File: src/lccr_pkg.sv
package lccr_pkg;

  // byte register offsets on the management side
  localparam logic [7:0] IDLE_RATE_OFS = 8'h23;
  localparam logic [7:0] EQ_OFS = 8'h24;
  localparam logic [7:0] SWING_OFS = 8'h25;
  localparam logic [7:0] EMPH_OFS = 8'h26;
  localparam logic [7:0] THR_OFS = 8'h27;
  localparam logic [7:0] NEXT_IDLE_RATE_OFS = 8'h2B;

  // reset values
  localparam logic [7:0] IDLE_RATE_RST = 8'h00;
  localparam logic [7:0] EQ_RST = 8'h20;
  localparam logic [7:0] SWING_RST = 8'h03;
  localparam logic [7:0] EMPH_RST = 8'h03;
  localparam logic [7:0] THR_RST = 8'h00;
  localparam logic [7:0] READ_UNMAPPED = 8'h00;

  // writable bit masks; reserved bits are kept at zero
  localparam logic [7:0] IDLE_RATE_MASK = 8'h33;
  localparam logic [7:0] EQ_MASK = 8'h3F;
  localparam logic [7:0] SWING_MASK = 8'h3F;
  localparam logic [7:0] EMPH_MASK = 8'hFF;
  localparam logic [7:0] THR_MASK = 8'h0F;

  // idle/rate select bit positions
  localparam int IR_AUTO_IDLE = 5;
  localparam int IR_MUTE_SEL = 4;
  localparam int IR_AUTO_RATE = 1;
  localparam int IR_RATE_SEL = 0;

  // equalizer field positions
  localparam int EQ_EN_BIT = 5;
  localparam int EQ_GAIN_HI = 4;
  localparam int EQ_GAIN_LO = 3;
  localparam int EQ_BOOST_HI = 2;

  // emphasis and threshold field positions
  localparam int EMPH_TYPE_BIT = 7;
  localparam int EMPH_LEVEL_HI = 6;
  localparam int THR_DEASSERT_HI = 3;
  localparam int THR_DEASSERT_LO = 2;
  localparam int THR_ASSERT_HI = 1;

  // equalizer codes reachable from the straps
  localparam logic [5:0] EQ_BYPASS = 6'h20;
  localparam logic [5:0] EQ_C2A = 6'h2A;
  localparam logic [5:0] EQ_C30 = 6'h30;
  localparam logic [5:0] EQ_C31 = 6'h31;
  localparam logic [5:0] EQ_C38 = 6'h38;
  localparam logic [5:0] EQ_C34 = 6'h34;
  localparam logic [5:0] EQ_C35 = 6'h35;
  localparam logic [5:0] EQ_C3A = 6'h3A;
  localparam logic [5:0] EQ_C3C = 6'h3C;

  // emphasis codes reachable from the straps
  localparam logic [7:0] EMPH_0DB = 8'h01;
  localparam logic [7:0] EMPH_3P5DB = 8'h38;
  localparam logic [7:0] EMPH_6DB = 8'h88;
  localparam logic [7:0] EMPH_9DB = 8'h90;
  localparam logic [7:0] EMPH_12DB = 8'hA0;
  localparam logic [7:0] EMPH_RSVD = 8'hC0;

  // four-level strap reading
  typedef enum logic [1:0] {
    STRAP_LOW = 2'h0,
    STRAP_HIGH = 2'h1,
    STRAP_FLOAT = 2'h2,
    STRAP_SPARE = 2'h3
  } lccr_strap_t;

  // settings handed to the analog lane
  typedef struct packed {
    logic eq_enable;
    logic [1:0] gain_stage_field;
    logic [2:0] boost_step_field;
    logic [5:0] lane_output_swing_field;
    logic emphasis_type;
    logic [6:0] emphasis_level;
    logic [1:0] deassert_thr;
    logic [1:0] assert_thr;
    logic output_mute;
    logic auto_idle;
    logic auto_rate;
    logic rate_high;
  } lccr_lane_cfg_t;

  function automatic logic [5:0] strap_eq(input lccr_strap_t a,
                                          input lccr_strap_t b);
    logic [3:0] key;
    key = {a, b};
    case (key)
      {STRAP_FLOAT, STRAP_FLOAT}: strap_eq = EQ_BYPASS;
      {STRAP_HIGH, STRAP_HIGH}: strap_eq = EQ_C2A;
      {STRAP_LOW, STRAP_LOW}: strap_eq = EQ_C30;
      {STRAP_LOW, STRAP_FLOAT}: strap_eq = EQ_C31;
      {STRAP_LOW, STRAP_HIGH}: strap_eq = EQ_C38;
      {STRAP_HIGH, STRAP_FLOAT}: strap_eq = EQ_C34;
      {STRAP_HIGH, STRAP_LOW}: strap_eq = EQ_C35;
      {STRAP_FLOAT, STRAP_LOW}: strap_eq = EQ_C3A;
      {STRAP_FLOAT, STRAP_HIGH}: strap_eq = EQ_C3C;
      default: strap_eq = EQ_BYPASS;
    endcase
  endfunction

  // b is the first printed strap, a the second
  function automatic logic [7:0] strap_emph(input lccr_strap_t b,
                                            input lccr_strap_t a);
    logic [3:0] key;
    key = {b, a};
    case (key)
      {STRAP_LOW, STRAP_LOW}: strap_emph = EMPH_0DB;
      {STRAP_LOW, STRAP_HIGH}: strap_emph = EMPH_3P5DB;
      {STRAP_LOW, STRAP_FLOAT}: strap_emph = EMPH_6DB;
      {STRAP_HIGH, STRAP_LOW}: strap_emph = EMPH_9DB;
      {STRAP_HIGH, STRAP_FLOAT}: strap_emph = EMPH_12DB;
      {STRAP_FLOAT, STRAP_LOW}: strap_emph = EMPH_9DB;
      {STRAP_FLOAT, STRAP_HIGH}: strap_emph = EMPH_12DB;
      {STRAP_FLOAT, STRAP_FLOAT}: strap_emph = EMPH_RSVD;
      default: strap_emph = EMPH_0DB;
    endcase
  endfunction

endpackage

File: src/lccr_regs.sv
`timescale 1ns/100ps

module lccr_regs (
  input wire logic i_mclk,
  input wire logic i_nrst,
  input wire logic i_wr_en,
  input wire logic i_rd_en,
  input wire logic [7:0] i_addr,
  input wire logic [7:0] i_wr_data,
  input wire logic i_pin_mode,
  input wire lccr_pkg::lccr_strap_t i_rx_boost_strap_a,
  input wire lccr_pkg::lccr_strap_t i_rx_boost_strap_b,
  input wire lccr_pkg::lccr_strap_t i_tx_emphasis_strap_a,
  input wire lccr_pkg::lccr_strap_t i_tx_emphasis_strap_b,
  input wire logic i_signal_presence_detect,
  input wire logic i_rate_detect_high,
  output logic [7:0] o_rd_data,
  output logic o_rd_valid,
  output lccr_pkg::lccr_lane_cfg_t o_cfg
);

  logic [7:0] idle_rate_reg;
  logic [7:0] idle_rate_next;
  logic [7:0] eq_reg;
  logic [7:0] eq_next;
  logic [7:0] swing_reg;
  logic [7:0] swing_next;
  logic [7:0] emph_reg;
  logic [7:0] emph_next;
  logic [7:0] thr_reg;
  logic [7:0] thr_next;
  logic [7:0] next_idle_rate_reg;
  logic [7:0] next_idle_rate_next;
  logic [7:0] rd_data_reg;
  logic [7:0] rd_data_next;
  logic rd_valid_reg;
  logic rd_valid_next;
  lccr_pkg::lccr_lane_cfg_t cfg_reg;
  lccr_pkg::lccr_lane_cfg_t cfg_next;
  logic [5:0] eq_src;
  logic [7:0] emph_src;

  // register writes; reserved bits masked so they always read zero
  always_comb
  begin
    idle_rate_next = idle_rate_reg;
    eq_next = eq_reg;
    swing_next = swing_reg;
    emph_next = emph_reg;
    thr_next = thr_reg;
    next_idle_rate_next = next_idle_rate_reg;
    if (i_wr_en)
    begin
      unique case (i_addr)
        lccr_pkg::IDLE_RATE_OFS:
          idle_rate_next = i_wr_data & lccr_pkg::IDLE_RATE_MASK;
        lccr_pkg::EQ_OFS:
          eq_next = i_wr_data & lccr_pkg::EQ_MASK;
        lccr_pkg::SWING_OFS:
          swing_next = i_wr_data & lccr_pkg::SWING_MASK;
        lccr_pkg::EMPH_OFS:
          emph_next = i_wr_data & lccr_pkg::EMPH_MASK;
        lccr_pkg::THR_OFS:
          thr_next = i_wr_data & lccr_pkg::THR_MASK;
        lccr_pkg::NEXT_IDLE_RATE_OFS:
          next_idle_rate_next = i_wr_data & lccr_pkg::IDLE_RATE_MASK;
        default:
        begin
          // unmapped writes are dropped
        end
      endcase
    end
  end

  // read port: one cycle latency, unmapped reads return zero
  always_comb
  begin
    rd_valid_next = i_rd_en;
    rd_data_next = rd_data_reg;
    if (i_rd_en)
    begin
      unique case (i_addr)
        lccr_pkg::IDLE_RATE_OFS: rd_data_next = idle_rate_reg;
        lccr_pkg::EQ_OFS: rd_data_next = eq_reg;
        lccr_pkg::SWING_OFS: rd_data_next = swing_reg;
        lccr_pkg::EMPH_OFS: rd_data_next = emph_reg;
        lccr_pkg::THR_OFS: rd_data_next = thr_reg;
        lccr_pkg::NEXT_IDLE_RATE_OFS: rd_data_next = next_idle_rate_reg;
        default: rd_data_next = lccr_pkg::READ_UNMAPPED;
      endcase
    end
  end

  // lane settings; straps override the equalizer and emphasis register values in pin mode
  always_comb
  begin
    eq_src = eq_reg[5:0];
    emph_src = emph_reg;
    if (i_pin_mode)
    begin
      eq_src = lccr_pkg::strap_eq(i_rx_boost_strap_a, i_rx_boost_strap_b);
      emph_src = lccr_pkg::strap_emph(i_tx_emphasis_strap_b,
                                      i_tx_emphasis_strap_a);
    end
    cfg_next.eq_enable = eq_src[lccr_pkg::EQ_EN_BIT];
    cfg_next.gain_stage_field =
      eq_src[lccr_pkg::EQ_GAIN_HI:lccr_pkg::EQ_GAIN_LO];
    cfg_next.boost_step_field = eq_src[lccr_pkg::EQ_BOOST_HI:0];
    cfg_next.lane_output_swing_field = swing_reg[5:0];
    cfg_next.emphasis_type = emph_src[lccr_pkg::EMPH_TYPE_BIT];
    cfg_next.emphasis_level = emph_src[lccr_pkg::EMPH_LEVEL_HI:0];
    cfg_next.deassert_thr =
      thr_reg[lccr_pkg::THR_DEASSERT_HI:lccr_pkg::THR_DEASSERT_LO];
    cfg_next.assert_thr = thr_reg[lccr_pkg::THR_ASSERT_HI:0];
    cfg_next.auto_idle = idle_rate_reg[lccr_pkg::IR_AUTO_IDLE];
    cfg_next.auto_rate = idle_rate_reg[lccr_pkg::IR_AUTO_RATE];
    if (idle_rate_reg[lccr_pkg::IR_AUTO_IDLE])
      cfg_next.output_mute = ~i_signal_presence_detect;
    else
      cfg_next.output_mute = idle_rate_reg[lccr_pkg::IR_MUTE_SEL];
    if (idle_rate_reg[lccr_pkg::IR_AUTO_RATE])
      cfg_next.rate_high = i_rate_detect_high;
    else
      cfg_next.rate_high = idle_rate_reg[lccr_pkg::IR_RATE_SEL];
  end

  // registers reset to their defaults and the lane settings to zero, never to a strap
  always_ff @(posedge i_mclk or negedge i_nrst)
  begin
    if (!i_nrst)
    begin
      idle_rate_reg <= lccr_pkg::IDLE_RATE_RST;
      eq_reg <= lccr_pkg::EQ_RST;
      swing_reg <= lccr_pkg::SWING_RST;
      emph_reg <= lccr_pkg::EMPH_RST;
      thr_reg <= lccr_pkg::THR_RST;
      next_idle_rate_reg <= lccr_pkg::IDLE_RATE_RST;
      rd_data_reg <= lccr_pkg::READ_UNMAPPED;
      rd_valid_reg <= 1'b0;
      cfg_reg <= '0;
    end
    else
    begin
      idle_rate_reg <= idle_rate_next;
      eq_reg <= eq_next;
      swing_reg <= swing_next;
      emph_reg <= emph_next;
      thr_reg <= thr_next;
      next_idle_rate_reg <= next_idle_rate_next;
      rd_data_reg <= rd_data_next;
      rd_valid_reg <= rd_valid_next;
      cfg_reg <= cfg_next;
    end
  end

  assign o_rd_data = rd_data_reg;
  assign o_rd_valid = rd_valid_reg;
  assign o_cfg = cfg_reg;

endmodule // lccr_regs

File: config.mk
export PLATFORM = sky130hd
export DESIGN_NAME = lccr_regs
export DESIGN_NICKNAME = d
export VERILOG_FILES = /design/src/lccr_pkg.sv /design/src/lccr_regs.sv
export SDC_FILE = /design/constraint.sdc
export NUM_CORES = 1
export LEC_CHECK = 0
export BUFFER_PORTS_ARGS = -buffer_cell sky130_fd_sc_hd__buf_2
export CORE_UTILIZATION = 38
export DETAILED_ROUTE_END_ITERATION = 10
export PLACE_DENSITY = 0.6
export SLEW_MARGIN = 0
export SYNTH_ARGS = -nofsm -noshare
export SYNTH_HDL_FRONTEND = slang
export SYNTH_SLANG_ARGS = --single-unit
File: constraint.sdc
create_clock -name i_mclk -period 2.85 [get_ports i_mclk]
set_input_delay 0.1425 -clock i_mclk [delete_from_list [all_inputs] [get_ports i_mclk]]
set_output_delay 0.1425 -clock i_mclk [all_outputs]
set_load 0.02 [all_outputs]
* Word level (Yosys, flattened, before mapping)
Memories as Yosys holds them, arrays and structs flattened.
Cells that the tools add are included.
** Cells by class
- Add/sub/neg operators :: 0
- Multiply operators :: 0
- Div/mod/pow operators :: 0
- $lt $le $gt $ge :: 0
- Equality and inequality tests :: 6
- Shifts and indexed selects :: 0
- Muxes and demuxes :: 5
- Bitwise gates (word level) :: 1
- Reduce and logical (&&, ||, !) cells :: 6
** Operator list (number)
- equality test 8 x 6 -> 1 bit, second input constant :: 6
- one-hot mux 8 bit (6 select lines) :: 1
- AND reduction 2 bit :: 6
- 2-to-1 mux 8 bit :: 1
- 2-to-1 mux 6 bit :: 1
- 2-to-1 mux 1 bit :: 2
- NOT 1 bit :: 1
** Storage, ports and cells
- Flip-flop bits (word level) :: 69
- Latch bits :: 0
- Memory bits (writable) :: 0
- ROM bits :: 176
- Input port bits :: 31
- Memories :: 2
** Memory list
- (name not given) :: words 16, bits a word 6, rd ports 1, clocked after Yosys merged registers in 0, write ports 0, RTL line lccr_pkg.sv:111 : case (key)
- (name not given) :: words 16, bits a word 5, rd ports 1, clocked after Yosys merged registers in 0, write ports 0, RTL line lccr_pkg.sv:92 : case (key)

* Logic depth before layout (Yosys ltp)
Gate-level depths: netlist of run 1.
- Word-level depth :: 2
- Mapped depth :: 6
- Mapped depth without buffers :: 6

* Least setup slack after synthesis of run 1
No wires, ideal clock.
- Path kind :: in2reg
- Start point :: in i_addr[1]
- End point :: reg idle_rate_reg[0]
- Library setup time :: 125 ps
- Arrival :: 1357 ps
- Required time :: 2725 ps
- Setup slack :: 1368 ps
- Cell stages on the path :: 6
- Buffers on the path :: 2
- Path through :: clkbuf_2 > and3b_1 > clkbuf_2 > nand2_1 > nor3b_2 > mux2_2
** On the way
- Longest elaborated chain between the ends :: 2
** RTL lines
- start, declared :: RTL line lccr_regs.sv:8 : input wire logic [7:0] i_addr,
- equality test 8 x 6 -> 1 bit :: RTL line lccr_regs.sv:54 : unique case (i_addr)
- AND reduction 2 bit (no source line)
- end signal, assigned :: RTL line lccr_regs.sv:132 : idle_rate_reg <= lccr_pkg::IDLE_RATE_RST;
- end signal, assigned :: RTL line lccr_regs.sv:144 : idle_rate_reg <= idle_rate_next;
- end, declared :: RTL line lccr_regs.sv:22 : logic [7:0] idle_rate_reg;
No other way between the ends.
A chain may end at the register's enable or synchronous reset.

* Worst setup path in the final report of run 1
- Start point :: in i_addr[7]
- End point :: reg thr_reg[1]
** On the way
- Longest elaborated chain between the ends :: 2
** RTL lines
- equality test 8 x 6 -> 1 bit :: RTL line lccr_regs.sv:54
- AND reduction 2 bit (no source line)
- end signal, assigned :: RTL line lccr_regs.sv:136 : thr_reg <= lccr_pkg::THR_RST;
- end signal, assigned :: RTL line lccr_regs.sv:148 : thr_reg <= thr_next;
- end, declared :: RTL line lccr_regs.sv:30 : logic [7:0] thr_reg;
No other way between the ends.

==> qor.txt, run 1 <==
Synth area leader: sky130_fd_sc_hd__dfrtp_1
r2r setup slk: 1.51 ns
total core area: 7330 µm²
Synth Area in XOR/XNOR: 0.00599
number of port buffers: 67
FF+latch area: 1730 µm²
final worst-path cycle share: 0.497
largest net degree at the start of global routing: 70
top-level port count: 68
Gate Count Post-Synth: 220
Post-Place Cell Area: 3360 µm²
dominant combinational cell family by area after synthesis: multiplexers
tightest slew margin relative to the limit: 0.419
detailed placer's ending HPWL: 4.33 mm
buffers inserted during post-CTS setup optimization: 0
layout overhead on the synthesized area: 23.5%
Crit Path Max Fanout: 16
post-CTS sizing: 0
DIE AREA: 8050 µm²
antenna violations before repair: 0
post-synthesis mux area share: 0.180
global-route layer with the greatest usage: met1
endpoint type of the worst setup path: flip-flop
total placed cells including tap cells: 378
total area of multi-input combinational cells: 1110 µm²
number of vias per cell: 4.97
kind of critical path: input pin to flip-flop
vertical die dimension: 89.7 µm
transition time of the tightest slew-check pin: 0.871 ns
CTS tree: built
detailed-route via count: 1,962
crit path time final: 1.42 ns
count of filler cells inserted in the layout: 673
count of cell types in the netlist: 37
Final Hold Fails: 0
die width: 89.7 µm
GR Util met2: 0.231
synthesis-stage register bit count: 69
mean area per synthesized cell: 13.3 µm²
run status: finished clean
via count of the first global-routing pass: 1,924
Layout Utilization: 0.493
Critical Path Start Type: input pin
share of layout cells above drive strength 1: 0.453
wire length of the first global-routing pass: 10.2 mm
met3 demand-to-capacity share in global routing: 0.0321
initial standard-cell utilization of the core: 0.399
setup slack after layout: 1.43 ns
worst hold slack after final layout: 0.00938 ns
DR iter-0 viols: 116
Arr. time, crit path: 1.64 ns
total non-filler cell area in the finished layout: 3610 µm²
RSZ-0062 raised after global routing: false
worst skew pair latency: 0.34 ns
post-synthesis cell area: 2920 µm²
biggest area contributors in the synthesized netlist: sky130_fd_sc_hd__dfrtp_1 55%, sky130_fd_sc_hd__mux2_2 14%, sky130_fd_sc_hd__dfstp_2 4.5%
Post-Synthesis Net Count: 255
maximum operating frequency: 706 MHz
sum of routed wire length over all layers: 6.11 mm
non-filler cells, final: 395
number of CTS-inserted buffers: 9
Clock Pin Slew Worst Setup and Hold Paths: 0.08 ns
path category of the worst min-delay check: input pin to async pin
H-tree depth reported by CTS: 3
number of flip-flops in the largest register: 28
Overall Power: 2.23 mW
Post-Place Worst Slack: 1.08 ns
clock sinks: 69
overall global routing resource usage: 0.164
number of cell rows: 31
number of nets at the end of the flow: 326
total congestion overflow after global routing: 0
required time of the worst setup path: 3.08 ns
standby leakage power: 1.83 nW
final setup fails: 0
most used cells in the layout excluding fill and tap cells: 67 x sky130_fd_sc_hd__buf_2, 64 x sky130_fd_sc_hd__dfrtp_1, 36 x sky130_fd_sc_hd__mux2_2
number of antenna repair diodes: 0
proportion of netlist area held by the largest area contributor: 0.548
Max rail drop VDD: 0.308 mV
Synth Area in Adders: 0.0171
wire per inst: 15.5 µm
Yosys warning count: 0
DR pass1 iterations: 4
post-synthesis compound-gate area fraction: 0.0599
share of synthesized area occupied by flip-flops and latches: 0.593
Max clock buf depth: 2
most common library cell in the layout ignoring fill and taps: sky130_fd_sc_hd__buf_2
count of nets left with antenna violations after detail routing: 0
setup skew after layout: 0.00741 ns
Power Density: 616 nW/µm²
number of max-capacitance violations reported: 0
post-synthesis simple-gate area fraction: 0.119
GR Util met1: 0.246
total count of max-transition violations in the final report: 0
total negative slack for setup checks: 0 ns
root buf cell: sky130_fd_sc_hd__clkbuf_8
placer's final routability congestion estimate: 0.783
final routed DRC violation total: 0
[synthesized netlist by cell type]
library cell,count
sky130_fd_sc_hd__dfstp_2,5
sky130_fd_sc_hd__nand4b_1,4
sky130_fd_sc_hd__nand2_1,5
sky130_fd_sc_hd__nor3b_2,1
sky130_fd_sc_hd__a32o_1,2
sky130_fd_sc_hd__mux4_2,4
sky130_fd_sc_hd__a22oi_1,1
sky130_fd_sc_hd__o21ai_0,3
sky130_fd_sc_hd__nand3_1,8
sky130_fd_sc_hd__nand2b_1,5
sky130_fd_sc_hd__nor3b_1,3
sky130_fd_sc_hd__nand3b_1,1
sky130_fd_sc_hd__ha_1,4
sky130_fd_sc_hd__mux2_2,36
sky130_fd_sc_hd__or2_2,1
sky130_fd_sc_hd__a21oi_1,9
sky130_fd_sc_hd__a31oi_1,2
sky130_fd_sc_hd__a2bb2oi_1,2
sky130_fd_sc_hd__nor4b_4,1
sky130_fd_sc_hd__nand4_1,6
sky130_fd_sc_hd__nor2b_1,3
sky130_fd_sc_hd__o22ai_1,2
sky130_fd_sc_hd__xor2_1,2
sky130_fd_sc_hd__and4bb_2,1
sky130_fd_sc_hd__inv_1,9
sky130_fd_sc_hd__and3b_1,1
sky130_fd_sc_hd__clkbuf_1,6
sky130_fd_sc_hd__a22o_1,2
sky130_fd_sc_hd__dfrtp_1,64
sky130_fd_sc_hd__o211a_1,1
sky130_fd_sc_hd__mux2i_1,3
sky130_fd_sc_hd__buf_2,2
sky130_fd_sc_hd__nor2_1,15
sky130_fd_sc_hd__o2bb2ai_1,2
sky130_fd_sc_hd__and4_1,1
sky130_fd_sc_hd__and2_1,1
sky130_fd_sc_hd__clkbuf_2,2
[layer usage]
layer,part of all wire,vias up
met2,0.46,48
met5,0,-
li1,-,934
met3,0.038,7
met1,0.49,973
met4,0.012,0
[path summary, 6_finish.rpt]
path / end / depth (start not counted) / from
min in group i_mclk: o_rd_valid$_DFF_PN0_ / 1 / i_rd_en
setup reg to reg: o_rd_data[1]$_DFFE_PN0P_ / 3 / eq_reg[1]$_DFFE_PN0P_
hold reg to reg: o_cfg[7]$_DFF_PN0_ / 0 / thr_reg[3]$_DFFE_PN0P_
setup / recovery: thr_reg[1]$_DFFE_PN0P_ / 6 / i_addr[7]
max in group asynchronous: o_rd_data[1]$_DFFE_PN0P_ / 2 / i_nrst
hold / removal: o_cfg[17]$_DFF_PN0_ / 2 / i_nrst
[cells by family (layout without fill, tap and decap cells)]
logic type | Yosys count | after routing
and+or+nand+nor | 57 | 57
muxes | 43 | 43
xor gates and xnor gates | 2 | 2
adders and majority gates | 4 | 4
DFF | 69 | 69
AOI/OAI and AO/OA | 26 | 26
buffers and inverters | 19 | 95
[where the power goes]
part           switching, mW  internal, mW  total, mW
clock                  0.388         0.585      0.974
sequential            0.0233          1.03       1.05
combinational          0.120        0.0823      0.202
[critical path, stage by stage]
cell	delay, ns
sky130_fd_sc_hd__buf_2	0.11
sky130_fd_sc_hd__nor4b_4	0.25
sky130_fd_sc_hd__buf_4	0.23
sky130_fd_sc_hd__and2_1	0.23
sky130_fd_sc_hd__and4_1	0.32
sky130_fd_sc_hd__mux2_2	0.35
[what timing repair did]
| item | CTS | global route |
|---|---|---|
| endpoints found under the setup margin | 0 | 0 |
| hold buffers | 1 | 0 |
| hold endpoints to repair | 1 | 0 |
[cell type report]
cell class / count / area share
Timing Repair Buffer: 70 / 0.0998
Clock buffer: 9 / 0.0343
Inverter: 9 / 0.00935
Tap cell: 99 / 0.0343
Multi-Input combinational cell: 132 / 0.309
Clock inverter: 7 / 0.0339
Sequential cell: 69 / 0.480
No activity file was read; power rests on OpenSTA's default activity.
==> inputs of run 2 (changes only) <==
==> constraint.sdc (replaced) <==
create_clock -name i_mclk -period 1.37 [get_ports i_mclk]
set_input_delay 0.0685 -clock i_mclk [delete_from_list [all_inputs] [get_ports i_mclk]]
set_output_delay 0.0685 -clock i_mclk [all_outputs]
set_load 0.02 [all_outputs]
==> run 2 against run 1 <==
- setup slack got worse by 1.3 ns
- combinational power rose by 130%
- via count rose by 5.2%
- critical endpoint is now o_rd_data[1]$_DFFE_PN0P_
- largest power group unchanged
==> qor.txt, run 2 (synthesized netlist as in run 1, its figures left out) <==
run status: finished clean
Max clock buf depth: 2 (unchanged)
via count of the first global-routing pass: 2,105 (+9.4%)
detailed-route via count: 2,064 (+5.2%)
wire length of the first global-routing pass: 10.5 mm (+2.8%)
Max rail drop VDD: 0.656 mV (+110%)
total non-filler cell area in the finished layout: 3720 µm² (+3.1%)
wire per inst: 15.1 µm (-2.3%)
clock sinks: 69 (unchanged)
Post-Place Worst Slack: -0.107 ns (-1.18 ns)
total congestion overflow after global routing: 0 (unchanged)
maximum operating frequency: 787 MHz
Post-Place Cell Area: 3500 µm² (+4.3%)
number of nets at the end of the flow: 345 (+5.8%)
endpoint type of the worst setup path: flip-flop
most common library cell in the layout ignoring fill and taps: sky130_fd_sc_hd__buf_2
final setup fails: 0 (unchanged)
Power Density: 1070 nW/µm² (+74%)
placer's final routability congestion estimate: 0.757 (-3.3%)
Crit Path Max Fanout: 3 (-13)
number of flip-flops in the largest register: 28 (unchanged)
initial standard-cell utilization of the core: 0.399 (unchanged)
detailed placer's ending HPWL: 4.49 mm (+3.8%)
Layout Utilization: 0.508 (+0.0152)
path category of the worst min-delay check: input pin to flip-flop
count of filler cells inserted in the layout: 673 (unchanged)
number of vias per cell: 4.99 (+0.37%)
transition time of the tightest slew-check pin: 0.407 ns (-0.465 ns)
setup slack after layout: 0.0991 ns (-1.34 ns)
CTS tree: built
RSZ-0062 raised after global routing: false
total count of max-transition violations in the final report: 0 (unchanged)
Arr. time, crit path: 1.49 ns (-0.15 ns)
number of cell rows: 31 (unchanged)
vertical die dimension: 89.7 µm (unchanged)
Final Hold Fails: 0 (unchanged)
required time of the worst setup path: 1.58 ns (-1.50 ns)
sum of routed wire length over all layers: 6.26 mm (+2.4%)
largest net degree at the start of global routing: 70 (unchanged)
Critical Path Start Type: flip-flop
number of port buffers: 67 (unchanged)
number of antenna repair diodes: 0 (unchanged)
top-level port count: 68 (unchanged)
final worst-path cycle share: 0.928
antenna violations before repair: 0 (unchanged)
root buf cell: sky130_fd_sc_hd__clkbuf_8
H-tree depth reported by CTS: 3 (unchanged)
Clock Pin Slew Worst Setup and Hold Paths: 0.07 ns (about the same)
DIE AREA: 8050 µm² (unchanged)
final routed DRC violation total: 0 (unchanged)
number of max-capacitance violations reported: 0 (unchanged)
standby leakage power: 1.90 nW (+3.7%)
overall global routing resource usage: 0.167 (+0.00362)
total core area: 7330 µm² (unchanged)
most used cells in the layout excluding fill and tap cells: 67 x sky130_fd_sc_hd__buf_2, 64 x sky130_fd_sc_hd__dfrtp_1, 35 x sky130_fd_sc_hd__mux2_2
die width: 89.7 µm (unchanged)
setup skew after layout: 0.00374 ns (-0.00367 ns)
worst skew pair latency: 0.33 ns (about the same)
DR pass1 iterations: 4 (unchanged)
DR iter-0 viols: 87 (-25%)
kind of critical path: flip-flop to flip-flop
crit path time final: 1.27 ns
layout overhead on the synthesized area: 27.3%
count of nets left with antenna violations after detail routing: 0 (unchanged)
number of CTS-inserted buffers: 9 (unchanged)
tightest slew margin relative to the limit: 0.729 (+0.310)
share of layout cells above drive strength 1: 0.463 (+0.0108)
run 2: cell count changes in the layout (fill, tap and decap cells not counted), moves of 2 or more:
cell                            previous run  this run
sky130_fd_sc_hd__buf_4                     2        14
sky130_fd_sc_hd__buf_12                    0         2
sky130_fd_sc_hd__dlygate4sd3_1             1         6
sky130_fd_sc_hd__clkinvlp_4                2         0
sky130_fd_sc_hd__clkbuf_1                  0         5
sky130_fd_sc_hd__a2bb2oi_2                 0         2
sky130_fd_sc_hd__bufinv_16                 3         0
sky130_fd_sc_hd__a2bb2oi_1                 2         0
sky130_fd_sc_hd__clkinv_2                  0         2
run 2: per-layer routing:
metal,up-vias,track usage,part of all wire
met1,1036,0.225,0.45
met2,48,0.264,0.49
met4,0,0.0738,0.019
li1,968,-,-
met5,-,0,0
met3,12,0.0313,0.037
run 2: stage by stage:
step	hold WS (ns)	TNS [ns]	total power [mW]	cells
after floorplan	-0.227	-0.0989	2.45	220
after global placement	0.116	-2.11	2.67	392
after detailed placement	0.118	-2.02	2.68	392
after CTS	0.0219	0	4.04	414
after global routing	0.0254	0	4.18	414
final	0.0234	0	3.99	414
run 2: critical path: stages (launching register included):
cell	delay, ns
sky130_fd_sc_hd__dfrtp_1	0.39
sky130_fd_sc_hd__mux4_2	0.51
sky130_fd_sc_hd__a2bb2oi_2	0.17
sky130_fd_sc_hd__a21oi_1	0.09
run 2: timing repair:
item,4_1_cts,5_1_grt
hold endpoints to repair,69,0
endpoints found under the setup margin,0,2
hold buffers,6,0
resized for setup,0,2
buffers inserted,0,0
run 2: final timing paths:
| check | from | slack (ns) | end | depth (start not counted) |
|---|---|---|---|---|
| worst min-delay path | i_wr_data[2] | 0.02 | swing_reg[2]$_DFFE_PN0P_ | 2 |
| worst max-delay path | thr_reg[1]$_DFFE_PN0P_ | 0.1 | o_rd_data[1]$_DFFE_PN0P_ | 3 |
| worst min register to register | swing_reg[5]$_DFFE_PN0P_ | 0.40 | o_cfg[21]$_DFF_PN0_ | 0 |
| min in group asynchronous | i_nrst | 0.28 | o_cfg[2]$_DFF_PN0_ | 3 |
| max in group asynchronous | i_nrst | 0.76 | eq_reg[5]$_DFFE_PN1P_ | 3 |
| worst max register to register | thr_reg[1]$_DFFE_PN0P_ | 0.1 | o_rd_data[1]$_DFFE_PN0P_ | 3 |
run 2: layout make-up:
cell class,count,area (µm²),area share
Clock buffer,14,143,0.0383
Multi-Input combinational cell,132,1140,0.306
Timing Repair Buffer,89,541,0.145
Clock inverter,2,10.0,0.00269
Sequential cell,69,1730,0.465
Inverter,9,33.8,0.00907
Tap cell,99,124,0.0333
run 2: report_power, final:
part	leakage, nW	internal (mW)	switching (mW)	total, mW
Sequential	0.920	2.14	0.0490	2.19
Clock	0.0784	0.655	0.684	1.34
Combinational	0.901	0.205	0.262	0.467
